[config.mk]
export PLATFORM = sky130hd
export DESIGN_NAME = reset_and_sleep_power_gating
export DESIGN_NICKNAME = d
export VERILOG_FILES = /design/src/rtl/rst_pwr_pkg.sv /design/src/rtl/ext_reset_filter.sv /design/src/rtl/reset_and_sleep_power_gating.sv /design/src/rtl/stretch_counter.sv
export VERILOG_INCLUDE_DIRS = /design/src /design/src/rtl
export SDC_FILE = /design/constraint.sdc
export NUM_CORES = 1
export LEC_CHECK = 0
export ABC_AREA = 1
export BUFFER_PORTS_ARGS = -buffer_cell sky130_fd_sc_hd__buf_2
export CORE_MARGIN = 1.5
export CORE_UTILIZATION = 49
export CTS_CLUSTER_SIZE = 20
export DETAILED_ROUTE_END_ITERATION = 10
export PLACE_DENSITY = 0.91
export RECOVER_POWER = 100
export SLEW_MARGIN = 20
export SYNTH_ARGS = -nofsm -noshare
export SYNTH_HDL_FRONTEND = slang
export SYNTH_HIERARCHICAL = 1
export SYNTH_SLANG_ARGS = --single-unit
[constraint.sdc]
create_clock -name sys_clk_i -period 5.77 [get_ports sys_clk_i]
set_clock_uncertainty 0.2 [all_clocks]
set_input_delay 0.2885 -clock sys_clk_i [delete_from_list [all_inputs] [get_ports sys_clk_i]]
set_output_delay 0.2885 -clock sys_clk_i [all_outputs]
set_load 0.02 [all_outputs]
[src/rtl/rst_pwr_params.svh]
// Clock rate, encodings, field positions and timing counts for reset and sleep gating
`ifndef RST_PWR_PARAMS_SVH
`define RST_PWR_PARAMS_SVH

// Clock rate and reset pin minimum pulse
`define RPG_CLK_MHZ 25
`define RPG_EXT_MIN_PULSE_NS 400
// Least time rounds up
`define RPG_EXT_MIN_CYC ((`RPG_EXT_MIN_PULSE_NS * `RPG_CLK_MHZ + 999) / 1000)

// Sleep mode select encodings
`define RPG_SM_IDLE 3'h0
`define RPG_SM_ADC_NR 3'h1
`define RPG_SM_PWR_DOWN 3'h2
`define RPG_SM_PWR_SAVE 3'h3
`define RPG_SM_STANDBY 3'h6

// Brown-out level fuse code that turns the detector off
`define RPG_BOD_OFF 3'h7

// Reset cause flag positions
`define RPG_CAUSE_POR 0
`define RPG_CAUSE_EXT 1
`define RPG_CAUSE_BOD 2
`define RPG_CAUSE_WDT 3
`define RPG_CAUSE_JTAG 4
`define RPG_CAUSE_W 5

// Stretch counts in cycles, indexed by startup and clock select fuses
`define RPG_TOUT_SHORT 16'h0010
`define RPG_TOUT_MED 16'h0400
`define RPG_TOUT_LONG 16'h1000
`define RPG_TOUT_NONE 16'h0001

`endif

[src/rtl/rst_pwr_pkg.sv]
// Types shared by the reset and sleep gating block
package rst_pwr_pkg;
   typedef enum logic [1:0]
   {
      RST_ACTIVE,
      RST_STRETCH,
      RST_RUN
   } rst_state_e;

   typedef logic [15:0] tout_t;
endpackage

[src/rtl/ext_reset_filter.sv]
// Pulse width qualifier for the external reset pin
`include "rst_pwr_params.svh"

module ext_reset_filter #(
   parameter int MIN_CYC = `RPG_EXT_MIN_CYC
)
(
   // Clock and reset
   input wire logic sys_clk_i,
   input wire logic rst_n_i,
   // Pin
   input wire logic pin_n_i,
   // Qualified request
   output logic req_o
);
   logic [7:0] low_cnt_reg;

   // ==========================================
   // Low level counter
   always_ff @(posedge sys_clk_i or negedge rst_n_i)
   begin
      if (!rst_n_i)
      begin
         low_cnt_reg <= 8'h00;
      end
      else if (pin_n_i)
      begin
         low_cnt_reg <= 8'h00;
      end
      else if (low_cnt_reg < 8'(MIN_CYC))
      begin
         low_cnt_reg <= low_cnt_reg + 8'h01;
      end
   end

   // Shorter pulses are filtered out
   assign req_o = !pin_n_i && (low_cnt_reg >= 8'(MIN_CYC));
endmodule

[src/rtl/reset_and_sleep_power_gating.sv]
// Reset source combiner, reset stretch and sleep-time power gating
// ==========================================
// Overview of operation
// - Enabled converter stays powered in sleep
// - First conversion after re-enable is extended
// - Comparator off in deep sleep modes
// - Reference kept on for comparator bandgap
// - Reference on when any user needs
// - Brown-out detector runs in all sleep
// - Enabled watchdog keeps running in sleep
// - Input buffers except wake pins off when I/O, ADC clocks stop
// - Disable-register bits turn input buffers off
// - Debug fuse keeps main clock in sleep while scan port enabled
// - Scan port off by bit or fuse
// - Test data out undriven when not shifting
// - Reset loads I/O; restart at vector
// - Port reset asynchronous on any source but the clocked pin filter
// - Stretch counter starts after sources clear
// - Stretch length from startup, clock fuses
// - Long low reset pin causes reset
// - Watchdog expiry resets when enabled
// - Enabled brown-out below threshold resets
// - Held while debugger reset register one
// - Power-on drop resets with no delay
// - Mode 010 is power-down, clocks halted
// - Reset cause flags readable by software
`include "rst_pwr_params.svh"

module reset_and_sleep_power_gating #(
   parameter int DIS_W = 8
)
(
   // Clock and power-on reset from the supply detector
   input wire logic sys_clk_i,
   input wire logic rst_n_i,
   // Reset sources
   input wire logic ext_reset_n_i,
   input wire logic wdt_expire_i,
   input wire logic wdt_enable_i,
   input wire logic bod_below_i,
   input wire logic scan_reset_bit_i,
   // Fuses
   input wire logic [2:0] brownout_level_fuses_i,
   input wire logic [1:0] startup_time_fuses_i,
   input wire logic [3:0] clock_select_fuses_i,
   input wire logic onchip_debug_fuse_i,
   input wire logic scan_port_enable_fuse_i,
   // Software control
   input wire logic scan_port_disable_bit_i,
   input wire logic sleep_i,
   input wire logic [2:0] sleep_mode_select_i,
   input wire logic adc_enable_i,
   input wire logic acmp_enable_i,
   input wire logic acmp_bandgap_i,
   input wire logic [DIS_W-1:0] input_disable_reg_lo_i,
   input wire logic [DIS_W-1:0] input_disable_reg_hi_i,
   input wire logic [DIS_W-1:0] wake_pin_lo_i,
   input wire logic [DIS_W-1:0] wake_pin_hi_i,
   input wire logic cause_clear_i,
   input wire logic [`RPG_CAUSE_W-1:0] cause_clear_mask_i,
   input wire logic adc_ext_conv_done_i,
   // Scan port
   input wire logic tap_shifting_i,
   input wire logic tdo_data_i,
   // Reset outputs
   output logic port_reset_o,
   output logic core_reset_o,
   output logic fetch_vector_o,
   // Reset cause
   output logic [`RPG_CAUSE_W-1:0] reset_cause_register_o,
   // Power gating
   output logic adc_power_o,
   output logic adc_extended_conv_o,
   output logic acmp_power_o,
   output logic vref_enable_o,
   output logic bod_enable_o,
   output logic wdt_run_o,
   output logic main_clk_run_o,
   output logic clk_io_run_o,
   output logic clk_adc_run_o,
   output logic [DIS_W-1:0] inbuf_en_lo_o,
   output logic [DIS_W-1:0] inbuf_en_hi_o,
   // Scan port
   output logic scan_port_en_o,
   output logic tdo_o,
   output logic tdo_oe_o
);
   logic ext_req;
   logic bod_on;
   logic bod_req;
   logic wdt_req;
   logic any_req;
   logic stretch;
   logic deep_sleep;
   logic [1:0] clk_run;
   logic adc_en_d_reg;
   logic ext_conv_reg;
   logic [`RPG_CAUSE_W-1:0] cause_reg;
   logic [`RPG_CAUSE_W-1:0] cause_set;
   logic por_seen_reg;
   rst_pwr_pkg::tout_t tout_len;
   rst_pwr_pkg::rst_state_e state_reg;
   rst_pwr_pkg::rst_state_e state_next;

   // Clock domain activity by mode; unknown modes treated as power-down
   function automatic logic [1:0] clk_io_adc(input logic [2:0] mode);
      case (mode)
         `RPG_SM_IDLE: clk_io_adc = 2'h3;
         `RPG_SM_ADC_NR: clk_io_adc = 2'h1;
         `RPG_SM_PWR_DOWN: clk_io_adc = 2'h0;
         default: clk_io_adc = 2'h0;
      endcase
   endfunction

   // ==========================================
   // Reset sources
   ext_reset_filter u_ext_filter
   (
      .sys_clk_i(sys_clk_i),
      .rst_n_i(rst_n_i),
      .pin_n_i(ext_reset_n_i),
      .req_o(ext_req)
   );

   assign bod_on = (brownout_level_fuses_i != `RPG_BOD_OFF);
   assign bod_req = bod_on && bod_below_i;
   assign wdt_req = wdt_enable_i && wdt_expire_i;
   // Debugger sets and clears the register; reset held throughout
   assign any_req = ext_req || bod_req || wdt_req || scan_reset_bit_i;

   // Port reset is purely combinational so every source but the clocked pin filter acts with no clock running
   assign port_reset_o = !rst_n_i || any_req;

   // ==========================================
   // Stretch length from fuses
   always_comb
   begin
      case (startup_time_fuses_i)
         2'h0: tout_len = `RPG_TOUT_NONE;
         2'h1: tout_len = `RPG_TOUT_SHORT;
         2'h2: tout_len = `RPG_TOUT_MED;
         default: tout_len = `RPG_TOUT_LONG;
      endcase
      // External clock selection needs no oscillator settle time
      if (clock_select_fuses_i == 4'h0 && startup_time_fuses_i != 2'h0)
      begin
         tout_len = `RPG_TOUT_SHORT;
      end
   end

   stretch_counter u_stretch
   (
      .sys_clk_i(sys_clk_i),
      .rst_n_i(rst_n_i),
      .req_i(any_req),
      .len_i(tout_len),
      .stretch_o(stretch)
   );

   // ==========================================
   // Reset sequencing state
   always_comb
   begin
      state_next = state_reg;
      case (state_reg)
         rst_pwr_pkg::RST_ACTIVE:
         begin
            if (!any_req)
            begin
               state_next = rst_pwr_pkg::RST_STRETCH;
            end
         end
         rst_pwr_pkg::RST_STRETCH:
         begin
            if (any_req)
            begin
               state_next = rst_pwr_pkg::RST_ACTIVE;
            end
            else if (!stretch)
            begin
               state_next = rst_pwr_pkg::RST_RUN;
            end
         end
         rst_pwr_pkg::RST_RUN:
         begin
            if (any_req)
            begin
               state_next = rst_pwr_pkg::RST_ACTIVE;
            end
         end
         default: state_next = rst_pwr_pkg::RST_ACTIVE;
      endcase
   end

   always_ff @(posedge sys_clk_i or negedge rst_n_i)
   begin
      if (!rst_n_i)
      begin
         state_reg <= rst_pwr_pkg::RST_ACTIVE;
      end
      else
      begin
         state_reg <= state_next;
      end
   end

   // I/O registers reload while this is high
   assign core_reset_o = !rst_n_i || (state_reg != rst_pwr_pkg::RST_RUN);

   // One-cycle pulse: execution starts from the reset vector
   always_ff @(posedge sys_clk_i or negedge rst_n_i)
   begin
      if (!rst_n_i)
      begin
         fetch_vector_o <= 1'b0;
      end
      else
      begin
         fetch_vector_o <= (state_reg == rst_pwr_pkg::RST_STRETCH) &&
                           (state_next == rst_pwr_pkg::RST_RUN);
      end
   end

   // ==========================================
   // Reset cause flags; set wins over a simultaneous clear
   always_comb
   begin
      cause_set = '0;
      cause_set[`RPG_CAUSE_EXT] = ext_req;
      cause_set[`RPG_CAUSE_BOD] = bod_req;
      cause_set[`RPG_CAUSE_WDT] = wdt_req;
      cause_set[`RPG_CAUSE_JTAG] = scan_reset_bit_i;
   end

   // Power-on flag is caught on the first clock after power-on release
   always_ff @(posedge sys_clk_i or negedge rst_n_i)
   begin
      if (!rst_n_i)
      begin
         por_seen_reg <= 1'b0;
      end
      else
      begin
         por_seen_reg <= 1'b1;
      end
   end

   always_ff @(posedge sys_clk_i or negedge rst_n_i)
   begin
      if (!rst_n_i)
      begin
         cause_reg <= '0;
      end
      else
      begin
         if (cause_clear_i)
         begin
            cause_reg <= (cause_reg & ~cause_clear_mask_i) | cause_set;
         end
         else
         begin
            cause_reg <= cause_reg | cause_set;
         end
         if (!por_seen_reg)
         begin
            cause_reg[`RPG_CAUSE_POR] <= 1'b1;
         end
      end
   end

   assign reset_cause_register_o = cause_reg;

   // ==========================================
   // Sleep clock and power gating
   assign deep_sleep = sleep_i && (sleep_mode_select_i != `RPG_SM_IDLE) &&
                       (sleep_mode_select_i != `RPG_SM_ADC_NR);
   assign clk_run = clk_io_adc(sleep_mode_select_i);
   assign clk_io_run_o = !sleep_i || clk_run[1];
   assign clk_adc_run_o = !sleep_i || clk_run[0];

   // Sleep never removes power from an enabled converter
   assign adc_power_o = adc_enable_i;
   assign acmp_power_o = acmp_enable_i && !deep_sleep;
   // A bandgap-fed comparator keeps the reference on in any mode
   assign vref_enable_o = bod_on || (acmp_enable_i && acmp_bandgap_i) ||
                          adc_enable_i;
   assign bod_enable_o = bod_on;
   assign wdt_run_o = wdt_enable_i;
   // Debug only holds the clock while the scan port is usable
   assign main_clk_run_o = !sleep_i || (onchip_debug_fuse_i && scan_port_en_o) ||
                           (sleep_mode_select_i == `RPG_SM_IDLE) ||
                           (sleep_mode_select_i == `RPG_SM_ADC_NR) ||
                           (sleep_mode_select_i == `RPG_SM_STANDBY);

   // Wake pins not set in the disable register keep their buffer even when both clocks stop
   assign inbuf_en_lo_o = ~input_disable_reg_lo_i &
                          ((clk_io_run_o || clk_adc_run_o) ? '1 : wake_pin_lo_i);
   assign inbuf_en_hi_o = ~input_disable_reg_hi_i &
                          ((clk_io_run_o || clk_adc_run_o) ? '1 : wake_pin_hi_i);

   // ==========================================
   // Extended conversion after the converter was off
   always_ff @(posedge sys_clk_i or negedge rst_n_i)
   begin
      if (!rst_n_i)
      begin
         adc_en_d_reg <= 1'b0;
      end
      else
      begin
         adc_en_d_reg <= adc_enable_i;
      end
   end

   always_ff @(posedge sys_clk_i or negedge rst_n_i)
   begin
      if (!rst_n_i)
      begin
         ext_conv_reg <= 1'b1;
      end
      else if (adc_enable_i && !adc_en_d_reg)
      begin
         ext_conv_reg <= 1'b1;
      end
      else if (adc_ext_conv_done_i)
      begin
         ext_conv_reg <= 1'b0;
      end
   end

   assign adc_extended_conv_o = ext_conv_reg;

   // ==========================================
   // Scan port enable and test data out
   assign scan_port_en_o = scan_port_enable_fuse_i && !scan_port_disable_bit_i;

   always_ff @(posedge sys_clk_i or negedge rst_n_i)
   begin
      if (!rst_n_i)
      begin
         tdo_o <= 1'b0;
      end
      else
      begin
         tdo_o <= tdo_data_i;
      end
   end

   // Released while idle: board pull-up holds the line
   assign tdo_oe_o = scan_port_en_o && tap_shifting_i;
endmodule

[src/rtl/stretch_counter.sv]
// Reset stretch delay counter
`include "rst_pwr_params.svh"

module stretch_counter
(
   // Clock and reset
   input wire logic sys_clk_i,
   input wire logic rst_n_i,
   // Control
   input wire logic req_i,
   input wire rst_pwr_pkg::tout_t len_i,
   // Status
   output logic stretch_o
);
   rst_pwr_pkg::tout_t cnt_reg;

   // ==========================================
   // Counter restarts on every request, runs only once all sources clear
   always_ff @(posedge sys_clk_i or negedge rst_n_i)
   begin
      if (!rst_n_i)
      begin
         cnt_reg <= 16'h0000;
      end
      else if (req_i)
      begin
         cnt_reg <= len_i;
      end
      else if (cnt_reg != 16'h0000)
      begin
         cnt_reg <= cnt_reg - 16'h0001;
      end
   end

   assign stretch_o = (cnt_reg != 16'h0000);
endmodule

### Word-level counts from Yosys, hierarchy flattened

Index checks and enable logic that the tools add are counted.

* register bits: 36
* input bits: 67
* output and inout port bits: 36
* logic and storage cells: 92

* add/sub/neg operators: 2
* magnitude comparators: 2
* equal/unequal tests: 10
* mux-type cells: 18
* bitwise gates (word level): 8
* reductions and logical operators: 43

Operator list (count)
* 13-bit one-hot mux with 3 select lines: 1
* 16-bit two-way mux: 2
* 8-bit two-way mux: 4
* 8-bit AND: 2
* 8-bit NOT: 2
* 16-bit nonzero test: 1
* 16-bit by 1-bit subtractor with 16-bit output (second input constant): 1
* 1-bit logical OR: 14
* 1-bit logical AND: 13
* 13-bit two-way mux: 1
* 5-bit bitwise OR: 2
* 8-bit by 1-bit adder with 8-bit output (second input constant): 1
* 8-bit by 4-bit >= comparator with 1-bit output (second input constant): 1
* 8-bit by 4-bit < comparator with 1-bit output (second input constant): 1
* 2-bit two-way mux: 4
* 2-bit nonzero test: 4
* 2-bit equality test (second input constant): 3
* 1-bit zero test: 6
* 2-bit one-hot mux with 3 select lines: 1
* 5-bit AND: 1
* 5-bit two-way mux: 1
* 5-bit NOT: 1
* 2-bit by 1-bit equality test with 1-bit output (second input constant): 2
* 2-bit zero test: 2
* other kinds (10): 12

### Depth between registers and ports, before layout

* word-level depth: 9
* depth in mapped cells: 15

### Modules after synthesis

Netlist, hierarchy kept.

Modules (own cells, without submodules)
* stretch_counter: times used 1, cells each 165, area an instance 1133.6 um^2, sequential area each 400.4 um^2
* reset_and_sleep_power_gating: times used 1, cells each 109, area an instance 814.5 um^2, sequential area each 301.5 um^2
* ext_reset_filter: times used 1, cells each 49, area an instance 394.1 um^2, sequential area each 200.2 um^2

### Worst setup path before layout

Ideal clock, no wire load.

* kind: register to register
* from: reg u_ext_filter.low_cnt_reg[2]
* to: reg u_stretch.cnt_reg[12]
* setup time: 0.113 ns
* arrival: 1.600 ns
* required time: 5.457 ns
* path slack: 3.857 ns
* stages on the path, launching flop included: 16
* clock period less this slack: 1.913 ns
* cell sequence: dfrtp_1 -> nor2_1 -> nor2_1 -> nor2_2 -> a21oi_1 -> inv_1 -> nand3_1 -> inv_1 -> nand2_1 -> inv_1 -> clkbuf_4 -> nand3_4 -> nand2_1 -> inv_1 -> nand2_1 -> inv_1

* longest elaborated chain between the ends: 6

Ends and longest elaborated chain
* start: declaration: RTL line ext_reset_filter.sv:16 `logic [7:0] low_cnt_reg;`
* start signal: assignment: RTL line ext_reset_filter.sv:32 `low_cnt_reg <= low_cnt_reg + 8'h01;`
* 8-bit by 4-bit >= comparator with 1-bit output (*): RTL line ext_reset_filter.sv:37 `assign req_o = !pin_n_i && (low_cnt_reg >= 8'(MIN_CYC));`
* 1-bit logical AND (*): RTL line ext_reset_filter.sv:37
* named net ext_req: RTL line reset_and_sleep_power_gating.sv:88 `logic ext_req;`
* 1-bit logical OR (*) (3 in a row): RTL line reset_and_sleep_power_gating.sv:129 `assign any_req = ext_req || bod_req || wdt_req || scan_reset_bit_i;`
* named net any_req: RTL line reset_and_sleep_power_gating.sv:92 `logic any_req;`
* 16-bit two-way mux / 2-bit nonzero test (equally long branches)
* end signal: assignment: RTL line stretch_counter.sv:27 `cnt_reg <= len_i;`
* end signal: assignment: RTL line stretch_counter.sv:31 `cnt_reg <= cnt_reg - 16'h0001;`
* end: declaration: RTL line stretch_counter.sv:15 `rst_pwr_pkg::tout_t cnt_reg;`

The timed path passes the listed nets; every way through them passes the cells marked *.
A chain may end at the register's enable or synchronous reset.

### Worst setup path in the final report

* from: in rst_n_i
* to: out port_reset_o

* longest elaborated chain between the ends: 2

Ends and longest elaborated chain
* start: declaration: RTL line reset_and_sleep_power_gating.sv:35 `input wire logic rst_n_i,`
* 1-bit zero test (no line)
* 1-bit logical OR: RTL line reset_and_sleep_power_gating.sv:132 `assign port_reset_o = !rst_n_i || any_req;`
* end: declaration: RTL line reset_and_sleep_power_gating.sv:66 `output logic port_reset_o,`

Every way passes these cells.

==> flow_metrics.py <==
metrics = {
    "status": {
        "violations": "capacitance limit, slew limit",
        "status": "complete, but fails checks",
    },
    "cells_and_area": {
        "layout-drive-gt1-share_pct": 21.0,
        "multi_input_area_um2": 1170,
        "largest_register_ffs": 16,
        "syn_to_final_growth_pct": 26.0,
        "diodes": 0,
        "num-nets-final": 512,
        "regArea_um2": 902,
        "fillCellCount": 422,
    },
    "setup_path": {
        "cp_top_family": "buffers and inverters",
        "worstSetupPathType": "primary input to primary output",
        "crit_start": "rst_n_i",
        "end_kind": "primary output",
        "path_cells": "dlygate4sd3_1 -> clkbuf_1 -> nand3_1 -> clkbuf_1",
        "required_ps": 5280,
        "critPathSlowestCell": "clkbuf_1",
        "critPathBufInv": 3,
        "cp_max_fo": 38,
        "arrival_ps": 2640,
        "cpPeakStageDelay_ps": 1420,
        "startpoint_type": "primary input",
        "r2r_start": "u_ext_filter/low_cnt_reg[2]",
        "critPathMostFrequentCell": "clkbuf_1",
    },
    "logic_synthesis": {
        "postSynthAreaPerCell_um2": 7.25,
        "synth_cells": 323,
        "ys_async_sr_fraction_pct": 100,
        "synth_top_area_share_pct": 37.4,
        "synth_edf_count": 0,
        "synth_area_leaders": "dfrtp_1 37%, nand2_1 15%, inv_1 8.7%",
        "ys_types": 34,
        "synth_ff_type": "dfrtp_1",
        "synth_area_um2": 2340,
        "synth_top_area_cell": "dfrtp_1",
        "synth-seq-cells": 36,
        "yosys_warnings": 6,
        "synth_seq_area_share_pct": 38.5,
    },
    "global_route": {
        "antenna_found_initial": 0,
        "grt_max_degree": 39,
        "grt_pass1_vias": 2309,
        "grt_pass1_wl_um": 9280,
        "grt_use_total_pct": 22.5,
        "grt_overflow": 0,
    },
    "die": {
        "core_area_um2": 4470,
        "io_pins": 103,
        "chipWidth_um": 72.1,
        "floorplan.initialDensity_pct": 52.3,
        "dieArea_um2": 5200,
        "rows": 24,
        "die_y_um": 72.1,
    },
    "pwr": {
        "power_uw": 623,
        "p_int_uw": 426,
        "p_comb_share_pct": 24.3,
        "power.density_nw_per_um2": 211,
        "p_leak_nw": 1.68,
        "p_switching_uw": 197,
        "power_frac_clock_pct": 29.6,
        "p_seq_share_pct": 46.1,
        "p_sw_share_pct": 31.6,
        "vdd_ir_drop_max_uv": 171,
    },
    "clock_network": {
        "path_clk_slew_ps": 70,
        "clock-sinks": 36,
        "postCtsSetupBuffers": 0,
        "cts_root_buf": "clkbuf_8",
        "cts_max_level": 2,
        "insertion_delay_ps": 290,
        "clk_path_buf_depth": 2,
        "cts_tree": "yes",
        "cts_buffers": 5,
    },
    "drt": {
        "first_pass_iters": 5,
        "viasPerCell": 4.73,
        "dr_total_vias": 2343,
        "wire_per_inst_um": 11.2,
        "routed_wl_um": 5540,
        "drt_iter0_drc": 85,
        "antenna_left": 0,
        "drc": 0,
    },
    "sta": {
        "fmax_mhz": 319,
        "period_needed_ps": 3130,
        "finalHoldViolCount": 0,
        "slew_violations": 39,
        "finalSetupViolCount": 0,
        "worstMarginPinSlew_ps": 1990,
        "rsz0062_at_grt": "false",
        "finalSetupTns_ps": 0,
        "slew_headroom_pct": -32.4,
        "post-route-period-util_pct": 54.3,
        "fin_hold_ws_ps": 31.3,
    },
    "flow_run": {
        "max_cap_violations": 1,
    },
    "placement": {
        "hpwl_um": 4400,
        "port_buffers": 102,
        "place_congestion": 0.858,
    },
    "worst_hold_path": {
        "min-delay-start": "wdt_expire_i",
        "hp-class": "primary input to flop",
    },
}
==> final cells by class <==
class / count / share of cell area, %
repair buffers: 107 / 17.4
clock buffers: 7 / 2.92
multi-input cells: 237 / 39.6
flip-flops and latches: 36 / 30.6
well taps: 52 / 2.20
clock inverters: 1 / 0.254
inverters: 55 / 6.99
==> repair_timing <==
item                                   4_1_cts  5_1_grt
hold buffers                                 5        0
endpoints found under the hold margin       39        0
resized for setup                            0        0
==> logic make-up (layout without fill, tap and decap cells) <==
logic type	Yosys count	in the layout	synth area share, %
AOI/OAI and AO/OA	37	37	11.2
adders and majority gates	3	3	1.60
xor gates and xnor gates	7	7	2.62
other	2	13	0.321
and+or+nand+nor	177	177	35.2
DFF	36	36	38.5
buffers and inverters	61	170	10.6
==> per-layer routing <==
| metal | vias up | GRT usage [%] | part of all wire [%] |
|---|---|---|---|
| met5 | - | 0 | 0 |
| met4 | 0 | 8.60 | 1.6 |
| met3 | 10 | 5.69 | 6.2 |
| met2 | 74 | 43.7 | 53 |
| met1 | 1046 | 22.8 | 40 |
| li1 | 1213 | - | - |
==> power groups by stage <==
stage          combinational [mW]  clock [mW]  sequential (mW)
6_report                    0.151       0.184            0.287
5_1_grt                     0.171       0.202            0.289
4_1_cts                     0.161       0.191            0.286
3_5_place_dp                0.158           0            0.291
3_3_place_gp                0.152           0            0.290
2_1_floorplan              0.0994           0            0.292
==> final timing paths <==
check	slack, ps	to	cells past startpoint
min in group asynchronous	890	adc_en_d_reg	2
max in group asynchronous	3330	u_ext_filter/low_cnt_reg[5]	2
worst max-delay path	2640	port_reset_o	4
worst max register to register	2900	u_stretch/cnt_reg[12]	14
worst min register to register	210	reset_cause_register_o[0]	1
worst min-delay path	30	reset_cause_register_o[3]	3
==> tightest hold or removal path: cells and delay by family <==
kind	cells	cell delay [ps]
simple gates	2	130
buf+inv	1	70
==> layout by cell type (no fill, tap or decap), drive strengths merged <==
master       instances
o21ai               14
nand4                2
ha                   3
a21boi               1
o22ai                1
nand2              101
or2                  1
conb                13
nor2                43
xor2                 5
nand3b               3
nor3b                1
clkbuf              44
buf                 65
a21oi                5
dfstp                1
dfrtp               35
o21bai              16
nor3                 1
inv                 55
dlygate4sd3          5
clkinvlp             1
nand3               25
xnor2                2
==> metrics by stage <==
| step | util [%] | cell area, um2 | setup WS [ps] | std cells |
|---|---|---|---|---|
| floorplan | - | 2380 | 3860 | 334 |
| global placement | 65.2 | 2920 | 3160 | 482 |
| detailed placement | 65.2 | 2920 | 3040 | 482 |
| CTS | 68.4 | 3060 | 3020 | 495 |
| global route | 66.0 | 2950 | 2230 | 495 |
| finish | 66.0 | 2950 | 2640 | 495 |
==> cells in the mapped netlist (4+ instances only) <==
cell / n
a21oi_1: 5
dfrtp_1: 35
inv_1: 54
nand2_1: 96
nand3_1: 24
nor2_1: 35
nor2_2: 4
o21ai_0: 9
o21ai_1: 5
o21bai_1: 7
o21bai_2: 9
xor2_1: 5
No activity file was read; power rests on OpenSTA's default activity.
